File: src/shared/pdlc_pkg.sv
// shared constants and types of the local dma channel
package pdlc_pkg;
    localparam int          ADDR_W        = 32;
    localparam int          DATA_W        = 128;
    localparam int          LEN_W         = 32;
    localparam int          READ_LATENCY  = 2;
    localparam logic [31:0] ADDR_RST      = 32'h0000_0000;
    localparam logic [31:0] LEN_RST       = 32'h0000_0000;
    localparam logic [31:0] ADDR_STEP     = 32'h0000_0001;

    typedef enum logic [1:0] {
        PDLC_IDLE,
        PDLC_READ,
        PDLC_DRAIN,
        PDLC_WRITE
    } pdlc_state_t;
endpackage

File: src/shared/pdlc_addr_if.sv
// address generator control bundle
`timescale 1ns/1ps
`default_nettype none
interface pdlc_addr_if;
    import pdlc_pkg::*;
    logic              load;
    logic [ADDR_W-1:0] base;
    logic              step;
    logic              fifo_mode;
    logic [ADDR_W-1:0] addr;
    modport ctl (output load, output base, output step, output fifo_mode, input addr);
    modport gen (input load, input base, input step, input fifo_mode, output addr);
endinterface
`default_nettype wire

File: src/rtl/pdlc_addr_gen.sv
// dma address generator: counts words in memory mode, holds the fifo id otherwise
`timescale 1ns/1ps
`default_nettype none
module pdlc_addr_gen
    import pdlc_pkg::*;
(
    input  wire logic clk,
    input  wire logic sys_rst,
    pdlc_addr_if.gen  ag
);
    logic [ADDR_W-1:0] addr_r;
    logic [ADDR_W-1:0] addr_nxt;

    always_comb begin
        addr_nxt = addr_r;
        if (ag.load) begin
            addr_nxt = ag.base;
        end else if (ag.step && !ag.fifo_mode) begin
            // one address unit is one 128-bit word
            addr_nxt = addr_r + ADDR_STEP;
        end
    end

    always_ff @(posedge clk or posedge sys_rst) begin
        if (sys_rst) begin
            addr_r <= ADDR_RST;
        end else begin
            addr_r <= addr_nxt;
        end
    end

    assign ag.addr = addr_r;
endmodule
`default_nettype wire

File: src/rtl/pdlc_channel.sv
// local-side dma channel: drives read and write requests toward user logic
// ----------------------------------------------------------------------------
// Notes on behaviour
// - one dma channel, memory or fifo-link mode
// - mode select high for fifo, low memory
// - fifo mode puts fifo id on address
// - memory mode address steps one word each
// - everything on the output local interface clock
// ----------------------------------------------------------------------------
`timescale 1ns/1ps
`default_nettype none
module pdlc_channel
    import pdlc_pkg::*;
(
    input  wire logic              clk,
    input  wire logic              sys_rst,
    // command side
    input  wire logic              cmd_start,
    input  wire logic              cmd_write,
    input  wire logic              cmd_fifo_mode,
    input  wire logic [ADDR_W-1:0] cmd_addr,
    input  wire logic [LEN_W-1:0]  cmd_len,
    output logic                   cmd_ready,
    output logic                   cmd_done,
    // host-side write words
    input  wire logic [DATA_W-1:0] host_wr_word,
    input  wire logic              host_wr_valid,
    output logic                   host_wr_ready,
    // host-side read words
    output logic [DATA_W-1:0]      host_rd_word,
    output logic                   dma_read_valid_alias,
    // local interface
    output logic                   local_interface_clock,
    output logic                   dma_mode_select,
    output logic [ADDR_W-1:0]      dma_read_address,
    output logic                   dma_read_request,
    input  wire logic [DATA_W-1:0] dma_read_word,
    input  wire logic              dma_read_word_valid,
    output logic [ADDR_W-1:0]      dma_write_address,
    output logic [DATA_W-1:0]      dma_write_word,
    output logic                   dma_write_strobe
);
    // ------------------------------------------------------------------------
    // state
    // ------------------------------------------------------------------------
    pdlc_state_t       state_r,    state_nxt;
    logic              mode_r,     mode_nxt;
    logic [LEN_W-1:0]  req_left_r, req_left_nxt;
    logic [LEN_W-1:0]  rcv_left_r, rcv_left_nxt;
    logic              rd_req_r,   rd_req_nxt;
    logic [ADDR_W-1:0] rd_addr_r,  rd_addr_nxt;
    logic [DATA_W-1:0] rd_word_r,  rd_word_nxt;
    logic              rd_val_r,   rd_val_nxt;
    logic              wr_stb_r,   wr_stb_nxt;
    logic [ADDR_W-1:0] wr_addr_r,  wr_addr_nxt;
    logic [DATA_W-1:0] wr_word_r,  wr_word_nxt;
    logic              done_r,     done_nxt;
    logic              start_ok;
    logic              wr_take;

    pdlc_addr_if ag ();

    pdlc_addr_gen u_addr_gen (
        .clk     (clk),
        .sys_rst (sys_rst),
        .ag      (ag)
    );

    // the user logic runs on the very clock that clocks this channel
    assign local_interface_clock = clk;

    assign cmd_ready     = (state_r == PDLC_IDLE);
    assign start_ok      = cmd_start && cmd_ready;
    assign host_wr_ready = (state_r == PDLC_WRITE) && (req_left_r != LEN_RST);
    assign wr_take       = host_wr_ready && host_wr_valid;

    // ------------------------------------------------------------------------
    // next state
    // ------------------------------------------------------------------------
    always_comb begin
        state_nxt    = state_r;
        mode_nxt     = mode_r;
        req_left_nxt = req_left_r;
        rcv_left_nxt = rcv_left_r;
        rd_req_nxt   = 1'b0;
        rd_addr_nxt  = rd_addr_r;
        rd_word_nxt  = rd_word_r;
        rd_val_nxt   = 1'b0;
        wr_stb_nxt   = 1'b0;
        wr_addr_nxt  = wr_addr_r;
        wr_word_nxt  = wr_word_r;
        done_nxt     = 1'b0;
        ag.load      = 1'b0;
        ag.base      = cmd_addr;
        ag.step      = 1'b0;
        ag.fifo_mode = mode_r;
        // late words are still taken while draining; words outside a read are ignored
        if (dma_read_word_valid && (state_r == PDLC_READ || state_r == PDLC_DRAIN)) begin
            rd_word_nxt  = dma_read_word;
            rd_val_nxt   = 1'b1;
            rcv_left_nxt = rcv_left_r - LEN_W'(1);
        end
        case (state_r)
            PDLC_IDLE: begin
                if (start_ok) begin
                    // one channel, one mode per transfer
                    mode_nxt     = cmd_fifo_mode;
                    ag.load      = 1'b1;
                    req_left_nxt = cmd_len;
                    rcv_left_nxt = cmd_len;
                    state_nxt    = cmd_write ? PDLC_WRITE : PDLC_READ;
                end
            end
            PDLC_READ: begin
                if (req_left_r != LEN_RST) begin
                    // requests go out back to back with no handshake; returned words are counted, so the latency may vary
                    rd_req_nxt   = 1'b1;
                    rd_addr_nxt  = ag.addr;
                    ag.step      = 1'b1;
                    req_left_nxt = req_left_r - LEN_W'(1);
                end else begin
                    state_nxt = PDLC_DRAIN;
                end
            end
            PDLC_DRAIN: begin
                if (rcv_left_r == LEN_RST) begin
                    done_nxt  = 1'b1;
                    state_nxt = PDLC_IDLE;
                end
            end
            PDLC_WRITE: begin
                if (wr_take) begin
                    wr_stb_nxt   = 1'b1;
                    wr_word_nxt  = host_wr_word;
                    wr_addr_nxt  = ag.addr;
                    ag.step      = 1'b1;
                    req_left_nxt = req_left_r - LEN_W'(1);
                end else if (req_left_r == LEN_RST) begin
                    done_nxt  = 1'b1;
                    state_nxt = PDLC_IDLE;
                end
            end
            default: begin
                state_nxt = PDLC_IDLE;
            end
        endcase
    end

    // ------------------------------------------------------------------------
    // registers
    // ------------------------------------------------------------------------
    always_ff @(posedge clk or posedge sys_rst) begin
        if (sys_rst) begin
            state_r    <= PDLC_IDLE;
            mode_r     <= 1'b0;
            req_left_r <= LEN_RST;
            rcv_left_r <= LEN_RST;
            rd_req_r   <= 1'b0;
            rd_addr_r  <= ADDR_RST;
            rd_word_r  <= '0;
            rd_val_r   <= 1'b0;
            wr_stb_r   <= 1'b0;
            wr_addr_r  <= ADDR_RST;
            wr_word_r  <= '0;
            done_r     <= 1'b0;
        end else begin
            state_r    <= state_nxt;
            mode_r     <= mode_nxt;
            req_left_r <= req_left_nxt;
            rcv_left_r <= rcv_left_nxt;
            rd_req_r   <= rd_req_nxt;
            rd_addr_r  <= rd_addr_nxt;
            rd_word_r  <= rd_word_nxt;
            rd_val_r   <= rd_val_nxt;
            wr_stb_r   <= wr_stb_nxt;
            wr_addr_r  <= wr_addr_nxt;
            wr_word_r  <= wr_word_nxt;
            done_r     <= done_nxt;
        end
    end

    assign dma_mode_select      = mode_r;
    assign dma_read_request     = rd_req_r;
    assign dma_read_address     = rd_addr_r;
    assign host_rd_word         = rd_word_r;
    assign dma_read_valid_alias = rd_val_r;
    assign dma_write_strobe     = wr_stb_r;
    assign dma_write_address    = wr_addr_r;
    assign dma_write_word       = wr_word_r;
    assign cmd_done             = done_r;
endmodule
`default_nettype wire

File: config.mk
export PLATFORM = sky130hd
export DESIGN_NAME = pdlc_channel
export DESIGN_NICKNAME = d
export VERILOG_FILES = /design/src/shared/pdlc_pkg.sv /design/src/shared/pdlc_addr_if.sv /design/src/rtl/pdlc_addr_gen.sv /design/src/rtl/pdlc_channel.sv
export SDC_FILE = /design/constraint.sdc
export NUM_CORES = 1
export LEC_CHECK = 0
export ABC_AREA = 1
export BUFFER_PORTS_ARGS = -buffer_cell sky130_fd_sc_hd__buf_2
export CAP_MARGIN = 5
export CORE_AREA = 3 3 255 257
export CTS_BUF_LIST = sky130_fd_sc_hd__clkbuf_8
export DETAILED_ROUTE_END_ITERATION = 10
export DIE_AREA = 0 0 258 260
export GPL_TIMING_DRIVEN = 0
export PLACE_DENSITY = 0.64
export SLEW_MARGIN = 20
export SYNTH_ARGS = -nofsm -noshare
export SYNTH_HDL_FRONTEND = slang
export SYNTH_HIERARCHICAL = 1
export SYNTH_SLANG_ARGS = --single-unit
File: constraint.sdc
create_clock -name clk -period 26.2 [get_ports clk]
set_input_delay 0 -clock clk [delete_from_list [all_inputs] [get_ports clk]]
set_output_delay 0 -clock clk [all_outputs]
set_load 0.02 [all_outputs]
==> flow_metrics.py, run 1 <==
metrics = {
    "setup_path": {
        "r2r_end": "rcv_left_r[1]$_DFF_PP0_",
        "crit_path_end": "local_interface_clock",
        "r2r-start": "state_r[1]$_DFFE_PP0P_",
        "critPathRequiredTime_ns": 26.20,
        "crit_start": "clk",
        "r2r_slack_ns": 22.69,
        "start_kind": "clock port",
        "rr_worst_depth": 9,
        "cp-end-kind": "output port",
        "critPathKind": "clk2out",
        "crit_path_max_fanout": 3,
        "worstPathArrival_ns": 13.59,
    },
    "min_path": {
        "hold_class": "in2reg",
        "min_path_cells": 4,
    },
    "sta": {
        "clock_skew_ns": 0.05016,
        "hold_ws_ns": 0.07455,
        "worst_pin_slew_ns": 1.113,
        "setup_viol": 0,
        "maxSlewHeadroom_pct": 25.80,
        "rsz0062_at_grt": "false",
        "fin_setup_tns_ns": 0,
        "finalHoldViolCount": 0,
        "maxSlewViolCount": 0,
    },
    "cts": {
        "cts_resized": 0,
        "cts_tree": "yes",
        "clkTransAtPathRegs_ns": 0.06,
        "clk_latency_ns": 0.78,
    },
    "grt": {
        "grt_max_degree": 96,
        "grt_usage_pct": 26.98,
        "grt_pass1_wl_um": 138600,
        "grt_pass1_vias": 23323,
        "grt_use_met3_pct": 8.716,
        "met1_usage_pct": 30.21,
        "grtUsageMet2_pct": 43.85,
        "grt_overflow": 0,
        "antenna_found_initial": 32,
        "busiest_layer": "met2",
    },
    "synthesis": {
        "synth_nets": 2845,
        "ys_seq_area_share_pct": 54.49,
        "avgSynthCellArea_um2": 7.739,
        "syn_area_um2": 19420,
        "yosys_register_bits": 423,
        "synthDistinctLibCells": 37,
        "yosys_warnings": 6,
        "yosysTopAreaCell": "dfrtp_1",
        "synth_top_area_share_pct": 54.49,
        "netlist_instances": 2510,
        "ys_top_cells_by_area": "dfrtp_1 54%, nand2_1 25%, nor2_1 3.3%",
    },
    "floorplan": {
        "dieArea_um2": 67080,
        "die_h_um": 260,
        "row_count": 92,
        "die_w_um": 258,
        "start_util_pct": 30.85,
        "design.core.area_um2": 62970,
        "ios": 655,
    },
    "finish": {
        "fin_cells": 4794,
        "nNetsFinal": 4197,
        "mostFrequentLayoutCell": "nand2_1",
        "final_area_um2": 31900,
        "layout_common_cells": "1311 x nand2_1, 666 x buf_2, 610 x dlygate4sd3_1, 423 x dfrtp_1, 177 x inv_1",
        "nFillCells": 5581,
        "layout-drive-gt1-share_pct": 22.29,
        "area_growth_pct": 64.20,
    },
    "placement": {
        "dp_cells": 4014,
        "dpl.hpwl_um": 60130,
        "gp_congestion": 0.9752,
        "placed_area_um2": 23870,
        "numPortBuffers": 654,
    },
    "detailed_routing": {
        "drt_first_iter_violations": 2179,
        "drc_errors": 0,
        "wirelength_um": 92400,
        "first_pass_iters": 6,
        "ant_nets": 0,
        "via_count": 22878,
        "wl_per_cell_um": 19.27,
        "viasPerCell": 4.772,
    },
    "pwr": {
        "leakagePower_nw": 16.92,
        "power_density_nw_per_um2": 115.4,
        "vdd_drop_max_mv": 0.08743,
        "finalPower_mw": 3.682,
    },
    "outcome": {
        "status": "complete, no violations",
    },
    "flow_run": {
        "drv_cap": 0,
    },
}
## what timing repair did
action / CTS / global route
hold buffers: 610 / 0
hold endpoints to repair: 629 / 0
setup buffers: 0 / 0
## report_power, final
part / total (mW) / internal (mW) / switching (mW)
registers: 1.20 / 0.964 / 0.235
clock network: 0.754 / 0.438 / 0.316
logic: 1.73 / 0.568 / 1.16
total: 3.68 / 1.97 / 1.71
## state kept, by name, summed over array words and instances, names as in the netlist
name and cells:
req_left_r 32, state_r 2, dma_read_address 32, dma_mode_select 1, cmd_done 1, dma_write_strobe 1, u_addr_gen/ag.addr 32, dma_read_request 1
dma_write_word 128, rcv_left_r 32, host_rd_word 128, dma_read_valid_alias 1, dma_write_address 32
## worst max-delay path: stages
cell	delay, ns
clkbuf_8	0.11
clkbuf_8	0.12
buf_4	0.11
buf_2	0.15
## layout make-up
cell class              count  area, um^2  share of cell area [%]
diodes                     22       55.05                  0.1726
plain buffers              97       599.3                   1.879
clock buffers             107        1464                   4.590
clock inverters            42       401.6                   1.259
inverters                 163       620.6                   1.946
multi-input cells        1827        7627                   23.91
flip-flops and latches    423       10590                   33.19
well taps                 846        1059                   3.319
repair buffers           1267        9484                   29.73
## Yosys cell counts
| library cell | instances |
|---|---|
| o22ai_1 | 1 |
| a22oi_1 | 1 |
| nor2_2 | 6 |
| xor2_1 | 16 |
| nand3_4 | 1 |
| inv_2 | 5 |
| nor2_4 | 11 |
| ha_1 | 8 |
| o211ai_1 | 5 |
| o21ai_1 | 56 |
| o21ai_0 | 57 |
| buf_4 | 24 |
| nand2_2 | 8 |
| clkbuf_1 | 41 |
| a21oi_1 | 15 |
| inv_1 | 156 |
| o31ai_1 | 2 |
| dfrtp_1 | 423 |
| a22o_1 | 4 |
| nand2_4 | 2 |
| or2_2 | 2 |
| nor2_1 | 172 |
| nand2_1 | 1311 |
| nand4_1 | 10 |
| buf_6 | 16 |
| buf_1 | 3 |
| a31oi_1 | 7 |
| o21ai_2 | 1 |
| clkinv_2 | 1 |
| o21bai_1 | 11 |
| nor3_1 | 7 |
| xnor2_1 | 3 |
| buf_2 | 12 |
| and2_1 | 4 |
| clkbuf_8 | 1 |
| clkinv_1 | 1 |
| nand3_1 | 106 |
## worst min-delay path by stage
stage	from	end	slack, ns
2_1_floorplan	cmd_fifo_mode	dma_mode_select$_DFFE_PP0P_	0.11
3_3_place_gp	dma_read_word[35]	host_rd_word[35]$_DFFE_PP0P_	0.19
3_5_place_dp	sys_rst	host_rd_word[104]$_DFFE_PP0P_	0.13
4_1_cts	cmd_len[17]	rcv_left_r[17]$_DFF_PP0_	0.005
5_1_grt	host_wr_word[79]	dma_write_word[79]$_DFFE_PP0P_	0.04
6_report	host_wr_word[84]	dma_write_word[84]$_DFFE_PP0P_	0.07
## layer usage
layer	vias up	wire length [um]
li1	10485	-
met1	10704	33890
met4	8	6362
met5	-	51
met2	1273	43690
met3	408	8403
## logic make-up (layout without fill, tap and decap cells)
group	Yosys count	in the layout	synth area share, %
AOI/OAI and AO/OA	160	160	4.515
xor gates and xnor gates	19	19	0.8567
adders and majority gates	8	8	0.5153
buffers and inverters	260	1676	6.241
DFF	423	423	54.49
other	0	22	0
and+or+nand+nor	1640	1640	33.38
## per-stage QoR
step / setup WS, ns / util, %
2_1_floorplan: 12.97 / -
3_3_place_gp: 10.17 / 37.73
3_5_place_dp: 12.85 / 37.92
4_1_cts: 12.61 / 50.57
5_1_grt: 12.60 / 50.62
6_report: 12.61 / 50.66
Note: power is estimated with default switching activity, not from simulation.
==> run 2, diff against run 1 <==
Settings changed: PLACE_DENSITY 0.64 to 0.66.
Clock period 26.2 ns to 12 ns, I/O delays scaled along.
==> flow_metrics.py, run 2 (same netlist as run 1, synthesis figures left out) <==
metrics = {
    "outcome": {
        "status": "complete, no violations",
    },
    "sta": {
        "clock_skew_ns": 0.04321,
        "setup_viol": 0,
        "maxSlewHeadroom_pct": 32.57,
        "hold_ws_ns": 0.05030,
        "rsz0062_at_grt": "false",
        "finalHoldViolCount": 0,
        "maxSlewViolCount": 0,
        "worst_pin_slew_ns": 1.011,
    },
    "setup_path": {
        "worstPathArrival_ns": 6.49,
        "critPathRequiredTime_ns": 12.00,
        "critPathKind": "clk2out",
        "slowest_delay_ns": 0.15,
        "crit_top_cell": "clkbuf_8",
        "worstPathCellList": "clkbuf_8, clkbuf_8, buf_4, buf_2",
        "cpMaxStageDelayCell": "buf_2",
        "start_kind": "clock port",
        "crit_path_max_fanout": 3,
        "cp-end-kind": "output port",
    },
    "floorplan": {
        "design.core.area_um2": 62970,
        "die_h_um": 260,
        "dieArea_um2": 67080,
        "die_w_um": 258,
        "start_util_pct": 30.85,
        "ios": 655,
        "row_count": 92,
    },
    "finish": {
        "layout_common_cells": "1311 x nand2_1, 666 x buf_2, 600 x dlygate4sd3_1, 423 x dfrtp_1, 175 x inv_1",
        "mostFrequentLayoutCell": "nand2_1",
        "area_growth_pct": 62.98,
        "layout-drive-gt1-share_pct": 22.39,
        "nNetsFinal": 4189,
        "final_area_um2": 31660,
    },
    "cts": {
        "cts_tree": "yes",
        "clkTransAtPathRegs_ns": 0.06,
        "clk_latency_ns": 0.78,
        "postCtsHoldBufs": 600,
        "post_cts_buffers": 0,
        "cts_resized": 0,
    },
    "pwr": {
        "leakagePower_nw": 16.83,
        "finalPower_mw": 7.969,
        "vdd_drop_max_mv": 0.1678,
        "p_int_mw": 4.212,
        "pwr-share-seq_pct": 32.9,
        "pwr-share-clk_pct": 19.5,
        "swShare_pct": 47.14,
        "power_density_nw_per_um2": 251.7,
        "p_switching_mw": 3.757,
        "pwr-share-comb_pct": 47.5,
    },
    "grt": {
        "grt_pass1_vias": 23252,
        "grt_overflow": 0,
        "grt_usage_pct": 27.31,
        "grt_max_degree": 103,
        "grt_pass1_wl_um": 139300,
        "antenna_found_initial": 27,
    },
    "min_path": {
        "hold_class": "in2reg",
    },
    "detailed_routing": {
        "viasPerCell": 4.796,
        "first_pass_iters": 6,
        "wl_per_cell_um": 19.74,
        "via_count": 22880,
        "drt_first_iter_violations": 2207,
        "drc_errors": 0,
        "ant_nets": 0,
        "wirelength_um": 94180,
    },
    "placement": {
        "dpl.hpwl_um": 61800,
        "numPortBuffers": 654,
        "placed_area_um2": 23880,
        "gp_congestion": 0.9688,
    },
    "flow_run": {
        "drv_cap": 0,
    },
}
==> run 2: changes by cell type in the layout (fill, tap and decap cells not counted), sizes merged <==
cell         change
bufinv           -4
clkinv           +2
clkinvlp         +2
diode           -10
dlygate4sd3     -10
inv              -3
==> run 2: per-stage QoR <==
| stage | cells | setup TNS (ns) | utilization, % | setup WS (ns) |
|---|---|---|---|---|
| after floorplan | 2510 | 0 | - | 1.131 |
| after global placement | 4010 | -1590.98 | 37.73 | -4.147 |
| after detailed placement | 4014 | 0 | 37.92 | 5.753 |
| after CTS | 4759 | 0 | 50.23 | 5.504 |
| after global routing | 4768 | 0 | 50.27 | 5.501 |
| final | 4771 | 0 | 50.28 | 5.513 |
==> run 2: layer usage <==
metal  wire length, um  vias to the layer above  part of all wire, %  GRT usage (%)
met4              6716                       16                  7.1          18.09
met5               183                        -                 0.19          1.023
met2             43670                     1281                   46          43.74
li1                  -                    10440                    -              -
met1             35040                    10731                   37          31.54
met3              8575                      412                  9.1          8.433
==> run 2: worst max-delay path: cells and delay by family <==
kind     cells  cell delay, ns
buf+inv      4            0.49
==> run 2: cell type report <==
type	instances	area, um^2
flip-flops and latches	423	10590
clock inverters	39	287.8
diodes	12	30.03
well taps	846	1059
clock buffers	107	1464
fillers	5571	31310
repair buffers	1257	9384
multi-input cells	1827	7627
plain buffers	97	601.8
inverters	163	620.6
==> run 2: path summary, 6_finish.rpt <==
kind / from / to / slack, ns / cells after the start
worst min-delay path: host_wr_word[70] / dma_write_word[70]$_DFFE_PP0P_ / 0.05 / 4
worst max register to register: req_left_r[0]$_DFFE_PP0P_ / u_addr_gen/ag.addr[22]$_DFFE_PP0P_ / 8.75 / 17
worst min register to register: host_rd_word[117]$_DFFE_PP0P_ / host_rd_word[117]$_DFFE_PP0P_ / 0.47 / 2
max in group asynchronous: sys_rst / dma_write_word[63]$_DFFE_PP0P_ / 10.16 / 6
worst max-delay path: clk / local_interface_clock / 5.51 / 4
min in group asynchronous: sys_rst / dma_write_address[8]$_DFFE_PP0P_ / 0.46 / 4
==> run 2: power by group through the flow <==
stage          logic [mW]  clock network [mW]  registers (mW)
2_1_floorplan        1.52             0.00974            3.13
4_1_cts              3.66                1.58            2.57
3_5_place_dp         3.42              0.0123            2.58
3_3_place_gp         3.38              0.0123            2.58
6_report             3.79                1.56            2.62
5_1_grt              4.12                1.64            2.69
